File: src/pkg/rxq_defines.svh
// constants for the receive queue and collision status block
// Contract
// - Buffer byte count is 10 bits: low byte first register, top two in bits 7:6.
// - Bit 5 of second status register shows buffer underflow.
// - Bit 4 of second status register shows buffer overflow.
// - Bits 3:1 of second status register give bits in incomplete last byte.
// - Bits of an incomplete last byte sit in the stored byte's LSBs.
// - Bit 0 of second status register flags eight data bits without parity.
// - Collision register bits 7:4 hold full bytes before the collision.
// - Collision register bits 3:1 hold bits before collision within its byte.
// - Collision register bit 0 set for parity collision, cleared otherwise.
// - Collision register updates only in type-A anticollision frames, never longer ones; code needs anticol_mode and at most 15 full bytes before it.
// - Hard framing error raises the hard framing error interrupt flag.
// - A bit collision during reception raises the bit collision interrupt flag.
`ifndef RXQ_DEFINES_SVH
`define RXQ_DEFINES_SVH
`define RXQ_ADDR_STAT_LO 8'h1E
`define RXQ_ADDR_STAT_HI 8'h1F
`define RXQ_ADDR_COLL 8'h20
`define RXQ_DEPTH 10'h200
`define RXQ_CNT_RST 10'h000
`define RXQ_COLL_RST 8'h00
`define RXQ_RD_UNMAPPED 8'h00
`define RXQ_HI_CNT_MSB 7
`define RXQ_HI_CNT_LSB 6
`define RXQ_HI_UNF_BIT 5
`define RXQ_HI_OVR_BIT 4
`define RXQ_HI_LB_MSB 3
`define RXQ_HI_LB_LSB 1
`define RXQ_HI_NP_BIT 0
`define RXQ_COL_BYTE_MSB 7
`define RXQ_COL_BYTE_LSB 4
`define RXQ_COL_BIT_MSB 3
`define RXQ_COL_BIT_LSB 1
`define RXQ_COL_PB_BIT 0
`define RXQ_MAX_ANTICOL_BYTES 5'h0F
`define RXQ_LAST_BIT 3'h7
`endif

File: src/pkg/rxq_pkg.sv
// state types of the receive queue and collision status block
package rxq_pkg;
    typedef struct packed {
        logic [7:0] shift;
        logic [2:0] bit_cnt;
        logic par_pend;
        logic [2:0] lb_bits;
        logic missing_parity_flag;
        logic in_frame;
        logic [4:0] full_bytes;
        logic col_seen;
        logic [7:0] rd_data;
        logic rd_valid;
        logic wr_stb;
        logic [7:0] wr_data;
        logic hfe_irq;
        logic col_irq;
    } rxq_main_st_t;
    typedef struct packed {
        logic [9:0] cnt;
        logic unf;
        logic ovr;
    } rxq_cnt_st_t;
    typedef struct packed {
        logic [7:0] col_reg;
    } rxq_col_st_t;
endpackage

File: src/pkg/rxq_if.sv
// links between the main block, the byte counter and the collision capture
`timescale 1ns/1ps
`default_nettype none
interface rxq_if;
    logic push;
    logic pop;
    logic clear;
    logic [9:0] count;
    logic unf;
    logic ovr;
    logic col_stb;
    logic [3:0] col_byte;
    logic [2:0] col_bit;
    logic col_par;
    logic [7:0] col_reg;
    modport main_mp (output push, pop, clear, col_stb, col_byte, col_bit, col_par,
        input count, unf, ovr, col_reg);
    modport cnt_mp (input push, pop, clear, output count, unf, ovr);
    modport col_mp (input col_stb, col_byte, col_bit, col_par, output col_reg);
endinterface
`default_nettype wire

File: src/rtl/rxq_top.sv
// receive queue status and collision position top
`timescale 1ns/1ps
`default_nettype none
`include "rxq_defines.svh"
module rxq_top (
    input wire logic clock,
    input wire logic rst,
    input wire logic reg_rd_stb,
    input wire logic [7:0] reg_addr,
    output logic [7:0] reg_rd_data,
    output logic reg_rd_valid,
    input wire logic buf_pop,
    input wire logic buf_clear,
    output logic buf_wr_stb,
    output logic [7:0] buf_wr_data,
    input wire logic anticol_mode,
    input wire logic parity_en,
    input wire logic rx_frame_start,
    input wire logic rx_frame_end,
    input wire logic rx_bit_stb,
    input wire logic rx_bit_val,
    input wire logic rx_bit_par,
    input wire logic rx_bit_col,
    input wire logic rx_hard_framing_error,
    output logic hard_framing_error_irq,
    output logic bit_collision_irq
);
    import rxq_pkg::*;

    rxq_if lnk ();
    rxq_main_st_t st_q;
    rxq_main_st_t st_d;

    rxq_count u_count (
        .clock(clock),
        .rst(rst),
        .cif(lnk.cnt_mp)
    );

    rxq_col u_col (
        .clock(clock),
        .rst(rst),
        .cif(lnk.col_mp)
    );

    // register read decode
    function automatic logic [7:0] rd_mux(
        input logic [7:0] addr,
        input logic [9:0] cnt,
        input logic unf,
        input logic ovr,
        input logic [2:0] lb,
        input logic np,
        input logic [7:0] col
    );
        logic [7:0] r;
        r = `RXQ_RD_UNMAPPED;
        case (addr)
            `RXQ_ADDR_STAT_LO: r = cnt[7:0];
            `RXQ_ADDR_STAT_HI: r = {cnt[9:8], unf, ovr, lb, np};
            `RXQ_ADDR_COLL: r = col;
            default: r = `RXQ_RD_UNMAPPED;
        endcase
        return r;
    endfunction

    logic data_bit;
    logic byte_done;
    logic first_col;
    logic col_ok;

    assign data_bit = rx_bit_stb && st_q.in_frame && !rx_bit_par;
    assign byte_done = data_bit && (st_q.bit_cnt == `RXQ_LAST_BIT);
    assign first_col = rx_bit_stb && st_q.in_frame && rx_bit_col && !st_q.col_seen;
    assign col_ok = anticol_mode && (st_q.full_bytes <= `RXQ_MAX_ANTICOL_BYTES);

    // collision capture request
    always_comb
    begin
        lnk.col_stb = first_col && col_ok;
        lnk.col_byte = st_q.full_bytes[3:0];
        lnk.col_bit = rx_bit_par ? 3'h0 : st_q.bit_cnt;
        lnk.col_par = rx_bit_par;
    end

    // counter strobes
    always_comb
    begin
        lnk.push = st_q.wr_stb;
        lnk.pop = buf_pop;
        lnk.clear = buf_clear;
    end

    always_comb
    begin
        st_d = st_q;
        st_d.wr_stb = 1'b0;
        st_d.rd_valid = 1'b0;
        st_d.hfe_irq = rx_hard_framing_error;
        st_d.col_irq = rx_bit_stb && st_q.in_frame && rx_bit_col;
        if (reg_rd_stb)
        begin
            st_d.rd_valid = 1'b1;
            st_d.rd_data = rd_mux(reg_addr, lnk.count, lnk.unf, lnk.ovr,
                st_q.lb_bits, st_q.missing_parity_flag, lnk.col_reg);
        end
        if (rx_frame_start)
        begin
            st_d.in_frame = 1'b1;
            st_d.shift = 8'h00;
            st_d.bit_cnt = 3'h0;
            st_d.par_pend = 1'b0;
            st_d.lb_bits = 3'h0;
            st_d.missing_parity_flag = 1'b0;
            st_d.full_bytes = 5'h00;
            st_d.col_seen = 1'b0;
        end
        else if (rx_frame_end && st_q.in_frame)
        begin
            st_d.in_frame = 1'b0;
            if (st_q.bit_cnt != 3'h0)
            begin
                st_d.wr_stb = 1'b1;
                st_d.wr_data = st_q.shift;
                st_d.lb_bits = st_q.bit_cnt;
                st_d.missing_parity_flag = 1'b0;
            end
            else
            begin
                st_d.lb_bits = 3'h0;
                st_d.missing_parity_flag = st_q.par_pend;
            end
        end
        else if (rx_bit_stb && st_q.in_frame)
        begin
            if (rx_bit_col)
                st_d.col_seen = 1'b1;
            if (rx_bit_par)
                st_d.par_pend = 1'b0;
            else if (byte_done)
            begin
                st_d.wr_stb = 1'b1;
                st_d.wr_data = st_q.shift;
                st_d.wr_data[`RXQ_LAST_BIT] = rx_bit_val;
                st_d.shift = 8'h00;
                st_d.bit_cnt = 3'h0;
                st_d.par_pend = parity_en;
                if (st_q.full_bytes != 5'h1F)
                    st_d.full_bytes = st_q.full_bytes + 5'h01;
            end
            else
            begin
                st_d.shift[st_q.bit_cnt] = rx_bit_val;
                st_d.bit_cnt = st_q.bit_cnt + 3'h1;
                st_d.par_pend = 1'b0;
            end
        end
    end

    always_ff @(posedge clock or posedge rst)
    begin
        if (rst)
            st_q <= '0;
        else
            st_q <= st_d;
    end

    assign reg_rd_data = st_q.rd_data;
    assign reg_rd_valid = st_q.rd_valid;
    assign buf_wr_stb = st_q.wr_stb;
    assign buf_wr_data = st_q.wr_data;
    assign hard_framing_error_irq = st_q.hfe_irq;
    assign bit_collision_irq = st_q.col_irq;

    property p_rd_hi;
        @(posedge clock) disable iff (rst)
        (reg_rd_stb && reg_addr == `RXQ_ADDR_STAT_HI) |=>
            (reg_rd_valid && reg_rd_data[7:6] == $past(lnk.count[9:8])
            && reg_rd_data[5] == $past(lnk.unf) && reg_rd_data[4] == $past(lnk.ovr));
    endproperty
    a_rd_hi: assert property (p_rd_hi) else $error("second status read wrong");

    property p_rd_lo;
        @(posedge clock) disable iff (rst)
        (reg_rd_stb && reg_addr == `RXQ_ADDR_STAT_LO) |=> (reg_rd_valid && reg_rd_data == $past(lnk.count[7:0]));
    endproperty
    a_rd_lo: assert property (p_rd_lo) else $error("first status read wrong");

    property p_partial;
        @(posedge clock) disable iff (rst)
        (rx_frame_end && !rx_frame_start && st_q.in_frame && st_q.bit_cnt != 3'h0) |=>
            (buf_wr_stb && buf_wr_data == $past(st_q.shift) && st_q.lb_bits == $past(st_q.bit_cnt));
    endproperty
    a_partial: assert property (p_partial) else $error("partial byte not stored in low bits");

    property p_np;
        @(posedge clock) disable iff (rst)
        (rx_frame_end && !rx_frame_start && st_q.in_frame && st_q.bit_cnt == 3'h0 && st_q.par_pend)
            |=> (st_q.missing_parity_flag && st_q.lb_bits == 3'h0);
    endproperty
    a_np: assert property (p_np) else $error("missing parity not flagged");

    property p_hfe;
        @(posedge clock) disable iff (rst)
        rx_hard_framing_error |=> hard_framing_error_irq;
    endproperty
    a_hfe: assert property (p_hfe) else $error("hard framing error flag not raised");

    property p_colirq;
        @(posedge clock) disable iff (rst)
        (rx_bit_stb && st_q.in_frame && rx_bit_col) |=> bit_collision_irq ##1 !bit_collision_irq || $past(rx_bit_col);
    endproperty
    a_colirq: assert property (p_colirq) else $error("collision flag not raised");

    property p_no_long;
        @(posedge clock) disable iff (rst)
        (st_q.full_bytes > `RXQ_MAX_ANTICOL_BYTES || !anticol_mode) |-> !lnk.col_stb;
    endproperty
    a_no_long: assert property (p_no_long) else $error("collision captured outside anticollision");

    property p_first_only;
        @(posedge clock) disable iff (rst)
        (lnk.col_stb && !rx_frame_start) |=> !lnk.col_stb until rx_frame_start;
    endproperty
    a_first_only: assert property (p_first_only) else $error("later collision overwrote first");

    property p_rd_quiet;
        @(posedge clock) disable iff (rst)
        !reg_rd_stb |=> !reg_rd_valid;
    endproperty
    a_rd_quiet: assert property (p_rd_quiet) else $error("read valid without request");

    property p_rd_coll;
        @(posedge clock) disable iff (rst)
        (reg_rd_stb && reg_addr == `RXQ_ADDR_COLL) |=> (reg_rd_valid && reg_rd_data == $past(lnk.col_reg));
    endproperty
    a_rd_coll: assert property (p_rd_coll) else $error("collision register read wrong");

    property p_rd_hi_low;
        @(posedge clock) disable iff (rst)
        (reg_rd_stb && reg_addr == `RXQ_ADDR_STAT_HI) |=>
            (reg_rd_data[3:0] == {$past(st_q.lb_bits), $past(st_q.missing_parity_flag)});
    endproperty
    a_rd_hi_low: assert property (p_rd_hi_low) else $error("last byte fields read wrong");

    property p_byte_store;
        @(posedge clock) disable iff (rst)
        (byte_done && !rx_frame_start && !rx_frame_end) |=>
            (buf_wr_stb && buf_wr_data == {$past(rx_bit_val), $past(st_q.shift[6:0])});
    endproperty
    a_byte_store: assert property (p_byte_store) else $error("full byte not stored lsb first");

    property p_wr_pulse;
        @(posedge clock) disable iff (rst)
        buf_wr_stb |=> !buf_wr_stb;
    endproperty
    a_wr_pulse: assert property (p_wr_pulse) else $error("byte store longer than one cycle");

    property p_pop_step;
        @(posedge clock) disable iff (rst)
        (buf_pop && !buf_wr_stb && !buf_clear && lnk.count != `RXQ_CNT_RST) |=>
            lnk.count == $past(lnk.count) - 10'h001;
    endproperty
    a_pop_step: assert property (p_pop_step) else $error("count did not step down");

    property p_clear;
        @(posedge clock) disable iff (rst)
        buf_clear |=> (lnk.count == `RXQ_CNT_RST && !lnk.unf && !lnk.ovr);
    endproperty
    a_clear: assert property (p_clear) else $error("clear left count or flags");

    property p_np_alone;
        @(posedge clock) disable iff (rst)
        st_q.missing_parity_flag |-> st_q.lb_bits == 3'h0;
    endproperty
    a_np_alone: assert property (p_np_alone) else $error("missing parity with partial byte");

    property p_last_hold;
        @(posedge clock) disable iff (rst)
        !(rx_frame_start || (rx_frame_end && st_q.in_frame)) |=>
            ($stable(st_q.lb_bits) && $stable(st_q.missing_parity_flag));
    endproperty
    a_last_hold: assert property (p_last_hold) else $error("last byte fields moved inside frame");

    property p_full_bytes;
        @(posedge clock) disable iff (rst)
        (byte_done && !rx_frame_start && !rx_frame_end && st_q.full_bytes != 5'h1F) |=>
            st_q.full_bytes == $past(st_q.full_bytes) + 5'h01;
    endproperty
    a_full_bytes: assert property (p_full_bytes) else $error("full byte count did not step");

    property p_col_par;
        @(posedge clock) disable iff (rst)
        (lnk.col_stb && rx_bit_par) |=> lnk.col_reg[`RXQ_COL_BIT_MSB:`RXQ_COL_PB_BIT] == 4'h1;
    endproperty
    a_col_par: assert property (p_col_par) else $error("parity collision not marked");

    property p_col_data;
        @(posedge clock) disable iff (rst)
        (lnk.col_stb && !rx_bit_par) |=> (!lnk.col_reg[`RXQ_COL_PB_BIT]
            && lnk.col_reg[`RXQ_COL_BIT_MSB:`RXQ_COL_BIT_LSB] == $past(st_q.bit_cnt));
    endproperty
    a_col_data: assert property (p_col_data) else $error("data collision position wrong");

    property p_colirq_quiet;
        @(posedge clock) disable iff (rst)
        !(rx_bit_stb && st_q.in_frame && rx_bit_col) |=> !bit_collision_irq;
    endproperty
    a_colirq_quiet: assert property (p_colirq_quiet) else $error("collision flag without collision");

    property p_hfe_quiet;
        @(posedge clock) disable iff (rst)
        !rx_hard_framing_error |=> !hard_framing_error_irq;
    endproperty
    a_hfe_quiet: assert property (p_hfe_quiet) else $error("framing error flag without error");
endmodule
`default_nettype wire

File: src/rtl/rxq_count.sv
// buffer byte counter with underflow and overflow flags
`timescale 1ns/1ps
`default_nettype none
`include "rxq_defines.svh"
module rxq_count (
    input wire logic clock,
    input wire logic rst,
    rxq_if.cnt_mp cif
);
    import rxq_pkg::*;
    rxq_cnt_st_t st_q;
    rxq_cnt_st_t st_d;

    always_comb
    begin
        st_d = st_q;
        if (cif.clear)
        begin
            st_d.cnt = `RXQ_CNT_RST;
            st_d.unf = 1'b0;
            st_d.ovr = 1'b0;
        end
        else if (cif.push && !cif.pop)
        begin
            if (st_q.cnt == `RXQ_DEPTH)
                st_d.ovr = 1'b1;
            else
                st_d.cnt = st_q.cnt + 10'h001;
        end
        else if (cif.pop && !cif.push)
        begin
            if (st_q.cnt == `RXQ_CNT_RST)
                st_d.unf = 1'b1;
            else
                st_d.cnt = st_q.cnt - 10'h001;
        end
        else if (cif.pop && cif.push && st_q.cnt == `RXQ_CNT_RST)
            st_d.unf = 1'b1;
    end

    always_ff @(posedge clock or posedge rst)
    begin
        if (rst)
            st_q <= '0;
        else
            st_q <= st_d;
    end

    assign cif.count = st_q.cnt;
    assign cif.unf = st_q.unf;
    assign cif.ovr = st_q.ovr;

    property p_cnt_range;
        @(posedge clock) disable iff (rst) st_q.cnt <= `RXQ_DEPTH;
    endproperty
    a_cnt_range: assert property (p_cnt_range) else $error("count above depth");
    property p_unf;
        @(posedge clock) disable iff (rst)
        (cif.pop && !cif.push && !cif.clear && st_q.cnt == `RXQ_CNT_RST) |=> (st_q.unf && st_q.cnt == `RXQ_CNT_RST);
    endproperty
    a_unf: assert property (p_unf) else $error("underflow not flagged");
    property p_ovr;
        @(posedge clock) disable iff (rst)
        (cif.push && !cif.pop && !cif.clear && st_q.cnt == `RXQ_DEPTH) |=> (st_q.ovr && st_q.cnt == `RXQ_DEPTH);
    endproperty
    a_ovr: assert property (p_ovr) else $error("overflow not flagged or count moved");
    property p_step;
        @(posedge clock) disable iff (rst)
        (cif.push && !cif.pop && !cif.clear && st_q.cnt < `RXQ_DEPTH) |=> st_q.cnt == $past(st_q.cnt) + 10'h001;
    endproperty
    a_step: assert property (p_step) else $error("count did not step up");
endmodule
`default_nettype wire

File: src/rtl/rxq_col.sv
// capture of the first collision position
`timescale 1ns/1ps
`default_nettype none
`include "rxq_defines.svh"
module rxq_col (
    input wire logic clock,
    input wire logic rst,
    rxq_if.col_mp cif
);
    import rxq_pkg::*;
    rxq_col_st_t st_q;
    rxq_col_st_t st_d;

    always_comb
    begin
        st_d = st_q;
        if (cif.col_stb)
        begin
            st_d.col_reg[`RXQ_COL_BYTE_MSB:`RXQ_COL_BYTE_LSB] = cif.col_byte;
            st_d.col_reg[`RXQ_COL_BIT_MSB:`RXQ_COL_BIT_LSB] = cif.col_bit;
            st_d.col_reg[`RXQ_COL_PB_BIT] = cif.col_par;
        end
    end

    always_ff @(posedge clock or posedge rst)
    begin
        if (rst)
            st_q <= '0;
        else
            st_q <= st_d;
    end

    assign cif.col_reg = st_q.col_reg;

    property p_capture;
        @(posedge clock) disable iff (rst)
        cif.col_stb |=> (st_q.col_reg == {$past(cif.col_byte), $past(cif.col_bit), $past(cif.col_par)});
    endproperty
    a_capture: assert property (p_capture) else $error("collision position not captured");
    property p_hold;
        @(posedge clock) disable iff (rst) !cif.col_stb |=> $stable(st_q.col_reg);
    endproperty
    a_hold: assert property (p_hold) else $error("collision register changed without capture");
endmodule
`default_nettype wire

File: config.mk
export PLATFORM = sky130hd
export DESIGN_NAME = rxq_top
export DESIGN_NICKNAME = d
export VERILOG_FILES = /design/src/pkg/rxq_pkg.sv /design/src/pkg/rxq_if.sv /design/src/rtl/rxq_top.sv /design/src/rtl/rxq_count.sv /design/src/rtl/rxq_col.sv
export VERILOG_INCLUDE_DIRS = /design/src /design/src/pkg
export SDC_FILE = /design/constraint.sdc
export NUM_CORES = 1
export LEC_CHECK = 0
export BUFFER_PORTS_ARGS = -buffer_cell sky130_fd_sc_hd__clkbuf_2
export CAP_MARGIN = 30
export CORE_MARGIN = 4
export CORE_UTILIZATION = 40
export CTS_BUF_LIST = sky130_fd_sc_hd__clkbuf_16
export CTS_CLUSTER_DIAMETER = 50
export DETAILED_ROUTE_END_ITERATION = 8
export GPL_TIMING_DRIVEN = 0
export PLACE_DENSITY = 0.64
export SETUP_SLACK_MARGIN = 0.1
export SYNTH_ARGS = -nofsm -noshare
export SYNTH_HDL_FRONTEND = slang
export SYNTH_SLANG_ARGS = --single-unit
File: constraint.sdc
create_clock -name clock -period 4.4 [get_ports clock]
set_clock_uncertainty 0.1 [all_clocks]
set_input_delay 0.22 -clock clock [delete_from_list [all_inputs] [get_ports clock]]
set_output_delay 0.22 -clock clock [all_outputs]
set_load 0.005 [all_outputs]
* Yosys cells after proc, flatten, opt, wreduce, memory -nomap -nowiden
Cells that the tools add are included.
Word-level totals: register bits 63, bits of input ports 22, word-level logic and storage cells 115, output and inout port bits 20
Cells by class: bitwise operators 1, add/sub/neg operators 4, equality and inequality tests 14, order comparisons 3, reduce and logical (&&, ||, !) cells 38, mux-type cells 37
Operators by type and width (number):
- $mux 9 | 6
- $mux 12 | 4
- $mux 10 | 4
- $pmux 8 s3 | 1
- $mux 23 | 1
- $mux 5 | 4
- $reduce_bool 2->1 | 9
- $eq 8x5->1 const B | 2
- $logic_and 1x1->1 | 13
- $mux 6 | 2
- $reduce_and 3->1 | 4
- $mux 11 | 1
- $add 10x1->10 const B | 1
- $eq 10x10->1 const B | 1
- $logic_not 10->1 | 1
- $mux 1 | 10
- $reduce_and 5->1 | 2
- $sub 10x1->10 const B | 1
- $reduce_bool 3->1 | 3
- $bwmux 8 | 1
- $eq 8x6->1 const B | 1
- $ne 2x2->1 const B | 3
- $ne 3x3->1 const B | 2
- $add 5x1->5 const B | 1
- other kinds (14) | 19

* Longest topological paths before layout
depth in word-level cells 10, mapped depth 9, depth with buffers taken out 8

* Cells and area by module
A second synthesis with hierarchy kept.
Second synthesis, totals: cells, all modules 359, area total of the unflattened synthesis 3590.9 um^2
By module, submodules not included:
- rxq_top | cells each 225, area each 2227.1 um^2, instances 1
- rxq_count | cells each 116, area each 1028.5 um^2, instances 1
- rxq_col | cells each 18, area each 335.3 um^2, instances 1

* Least setup slack after synthesis
OpenSTA, ideal clock, no wires.
path kind register to register, start reg st_q (netlist bit buf_wr_stb), end reg u_count.st_q (netlist bit u_count.cif.count[9]), path buffers 0, data required time 4.172 ns, arrival time 2.532 ns, clock period less this slack 2.760 ns, setup slack 1.640 ns, stages on the path, launching flop included 9, path through dfrtp_1 -> nor2b_1 -> inv_1 -> ha_1 -> and2_4 -> a311o_1 -> o2111a_1 -> a2111oi_4 -> mux2_1
Between the ends: longest elaborated chain between the ends 4, elaborated cells on any way between the ends 9, those cells by class eq/ne (2); mux (2); reduce/logical (5)
RTL lines:
- from (decl) | RTL line rxq_top.sv:31 | rxq_main_st_t st_q;
- from (signal assigned) | RTL line rxq_top.sv:165 | st_q <= st_d;
- $logic_not 1->1 | RTL line rxq_count.sv:30 | else if (cif.pop && !cif.push)
- $logic_and 1x1->1 | RTL line rxq_count.sv:30
- $reduce_bool 3->1 (no source line)
- $reduce_and 3->1 (no source line)
- to (signal assigned) | RTL line rxq_count.sv:46 | st_q <= st_d;
- to (decl) | RTL line rxq_count.sv:11 | rxq_cnt_st_t st_q;
Parallel ways exist; a longest one is shown, timed or not. A chain may end at the register's enable or synchronous reset.

* Worst setup path after layout
Same ends and word-level chain as after synthesis.

==> impl_metrics.py <==
metrics = {
    "critical_path": {
        "crit_required_ps": 4500,
        "crit_path_max_fanout": 13,
        "path_class": "reg2reg",
        "crit_path_start_kind": "flop",
        "cp-end-kind": "flop",
        "critPathSlowestCell": "ha_1",
        "max_stage_delay_ps": 430,
        "cp_top_family": "compound AO/OA/AOI/OAI gates",
        "path_cells": "nor2b_1 > inv_1 > ha_1 > and2_4 > a311o_1 > o2111a_1 > a2111oi_4 > mux2_1",
        "cp_num_buf_inv": 1,
        "arrival_ps": 3110,
    },
    "power": {
        "power_frac_clock_pct": 31.3,
        "p_per_area_nw_per_um2": 481,
        "p_sw_share_pct": 33.1,
        "comb_power_share_pct": 32.5,
        "vdd_drop_max_uv": 258,
        "p_leak_uw": 0.00191,
        "power_frac_seq_pct": 36.2,
        "p_int_uw": 1290,
        "p_sw_uw": 638,
    },
    "floorplan": {
        "die-area_um2": 9930,
        "fp.dieH_um": 99.6,
        "fp.dieW_um": 99.6,
        "fp.coreArea_um2": 8180,
        "row_count": 33,
        "io_pins": 42,
        "initial_utilization_pct": 41.1,
    },
    "synth": {
        "synth_cells": 330,
        "synth_cell_type_count": 55,
        "syn-num-nets": 367,
        "async_flop_share_pct": 100,
        "netlist.area_leader.share_pct": 46.9,
        "ys_top_cells_by_area": "dfrtp_1 (47%), ha_1 (5.2%), mux2_2 (4.4%), nor2_1 (4.2%), buf_4 (3.6%)",
        "synth_largest_area_cell": "dfrtp_1",
        "syn_area_per_cell_um2": 10.2,
        "ys_seq_area_share_pct": 46.9,
        "synth_edf_count": 0,
        "synth_seq_cells": 63,
        "ys.warnings.count": 0,
        "synth_ff_type": "dfrtp_1",
        "syn_area_um2": 3360,
    },
    "sta": {
        "worstMarginPinSlew_ps": 713,
        "fin_crit_ps": 3010,
        "rsz0062_at_grt": "no",
        "hold_viol_final": 0,
        "final-max-slew-violation-count": 0,
        "clock.fmax_mhz": 332,
        "setup_viol": 0,
        "maxSlewHeadroom_pct": 52.1,
        "tns_ps": 0,
        "fin_crit_sh_pct": 68.5,
    },
    "finish": {
        "antennaDiodeCount": 0,
        "syn_to_final_growth_pct": 19.1,
        "largest_register": "st_q",
        "largest_reg_flops": 19,
        "utilization_pct": 49.0,
        "drive_above_1_share_pct": 23.0,
        "final_cell_area_um2": 4000,
        "finalNetCount": 423,
    },
    "clocking": {
        "clock_tree.root_cell": "clkbuf_16",
        "cts_setup_buffers": 0,
        "tritoncts.num_buffers": 9,
        "cts_tree": "done",
        "ctsResizeCount": 0,
        "max-clock-path-buffers": 2,
        "path_clk_slew_ps": 50,
        "h-tree-depth": 3,
        "clk_latency_ps": 320,
        "cts_hold_buf": 3,
        "numClockSinks": 63,
    },
    "worst_hold_path": {
        "hold_path.class": "in2reg",
    },
    "global_routing": {
        "grt_pass1_wl_mm": 12.5,
        "grt_usage_pct": 15.7,
        "grt_overflow": 0,
        "grt_max_degree": 36,
        "grt_pass1_vias": 2692,
        "antenna_found_initial": 0,
    },
    "route": {
        "detail_route.wl_per_cell_um": 14.4,
        "vias": 2675,
        "drt-pass1-iter-count": 5,
        "vias_per_cell": 5.39,
        "drtAntennaViolNets": 0,
        "routed_wl_mm": 7.15,
        "drt_iter0_drc": 141,
        "drc": 0,
    },
    "placement": {
        "dp_hpwl_mm": 5.27,
        "gp_congestion": 0.829,
        "place_area_um2": 3720,
        "io_buffers": 41,
    },
    "job": {
        "drv_cap": 0,
    },
    "status": {
        "status": "complete, no violations",
    },
}
==> area by class of cell <==
type / instances / area (um2)
plain buffers: 26 / 158
clock inverters: 7 / 31.3
fillers: 755 / 4170
repair buffers: 45 / 255
inverters: 22 / 82.6
flip-flops and latches: 63 / 1580
multi-input cells: 219 / 1540
well taps: 105 / 131
clock buffers: 9 / 225
==> metal layers <==
metal,GRT usage [%],wire [um],part of all wire [%]
met1,21.0,3340,47
met2,24.1,3350,47
met3,4.91,365,5.1
met4,5.46,93,1.3
met5,0,0,0
==> cells in the mapped netlist (all sizes together) (5+ instances only) <==
master,n
dfrtp,63
nor2,38
nand2,23
inv,22
buf,18
a21oi,15
ha,14
mux2,14
mux2i,9
a222oi,8
clkbuf,8
nor2b,8
o21ai,8
o22ai,8
nand3,7
nor3,5
==> placed cells by master (no fill, tap or decap), types with 3 or more instances in the layout <==
| cell | synthesis | final |
|---|---|---|
| o21ai_0 | 7 | 7 |
| and3_1 | 4 | 4 |
| ha_1 | 14 | 14 |
| nand4_1 | 4 | 4 |
| a21o_1 | 3 | 3 |
| buf_4 | 16 | 16 |
| a22oi_1 | 3 | 3 |
| clkinv_2 | 0 | 4 |
| clkbuf_2 | 0 | 41 |
| xnor2_1 | 3 | 3 |
| a222oi_1 | 8 | 8 |
| nor3b_1 | 3 | 3 |
| mux2_2 | 13 | 13 |
| nor2_1 | 38 | 38 |
| inv_1 | 22 | 22 |
| dlygate4sd3_1 | 0 | 3 |
| a21oi_1 | 15 | 15 |
| o31ai_1 | 3 | 3 |
| mux2i_1 | 9 | 9 |
| nor2b_1 | 8 | 8 |
| dfrtp_1 | 63 | 63 |
| xor2_1 | 3 | 3 |
| o22ai_1 | 8 | 8 |
| nand3_1 | 7 | 7 |
| clkbuf_16 | 0 | 9 |
| a32o_1 | 4 | 4 |
| nand2_1 | 23 | 23 |
| clkbuf_1 | 8 | 8 |
| nor3_1 | 5 | 5 |
==> power by group through the flow <==
stage               sequential (uW)  combinational, uW  clock, uW
finish                          698                626        602
global route                    705                706        650
CTS                             697                625        620
detailed placement              705                619          0
global placement                704                598          0
floorplan                       683                507          0
==> tightest hold or removal path: cells and delay by family <==
family | cells | cell delay [ps]
AND/OR/NAND/NOR | 1 | 40
AO/OA/AOI/OAI | 1 | 50
buffers and inverters | 1 | 80
==> stage by stage <==
stage | std cells | total power [uW] | hold slack, ps | setup WS [ps]
2_1_floorplan | 330 | 1190 | 151 | 1640
3_3_place_gp | 476 | 1300 | 228 | 1440
3_5_place_dp | 477 | 1320 | 229 | 1390
4_1_cts | 496 | 1940 | 3.58 | 1380
5_1_grt | 496 | 2060 | 38.6 | 1220
6_report | 496 | 1930 | 17.9 | 1390
==> kinds of logic after synthesis <==
logic type | after synthesis | synth area share (%)
multiplexers | 23 | 7.37
buffers and inverters | 48 | 7.15
flip-flops | 63 | 46.9
adder cells (fa/ha/maj) | 15 | 5.81
AO/OA/AOI/OAI | 71 | 16.0
XOR/XNOR | 6 | 1.56
AND/OR/NAND/NOR | 104 | 15.2
==> path summary, 6_finish.rpt <==
path                                           start                      to  slack (ps)  cells after the start
worst min register to register  u_col.cif.col_reg[1]    u_col.cif.col_reg[1]         400                      2
worst max-delay path                      buf_wr_stb    u_count.cif.count[9]        1390                      8
worst max register to register            buf_wr_stb    u_count.cif.count[9]        1390                      8
worst min-delay path                       parity_en                st_q[31]          20                      3
max in group asynchronous                        rst    u_col.cif.col_reg[3]        3160                      4
min in group asynchronous                        rst  hard_framing_error_irq         430                      3
(Power assumes the default switching activity.)
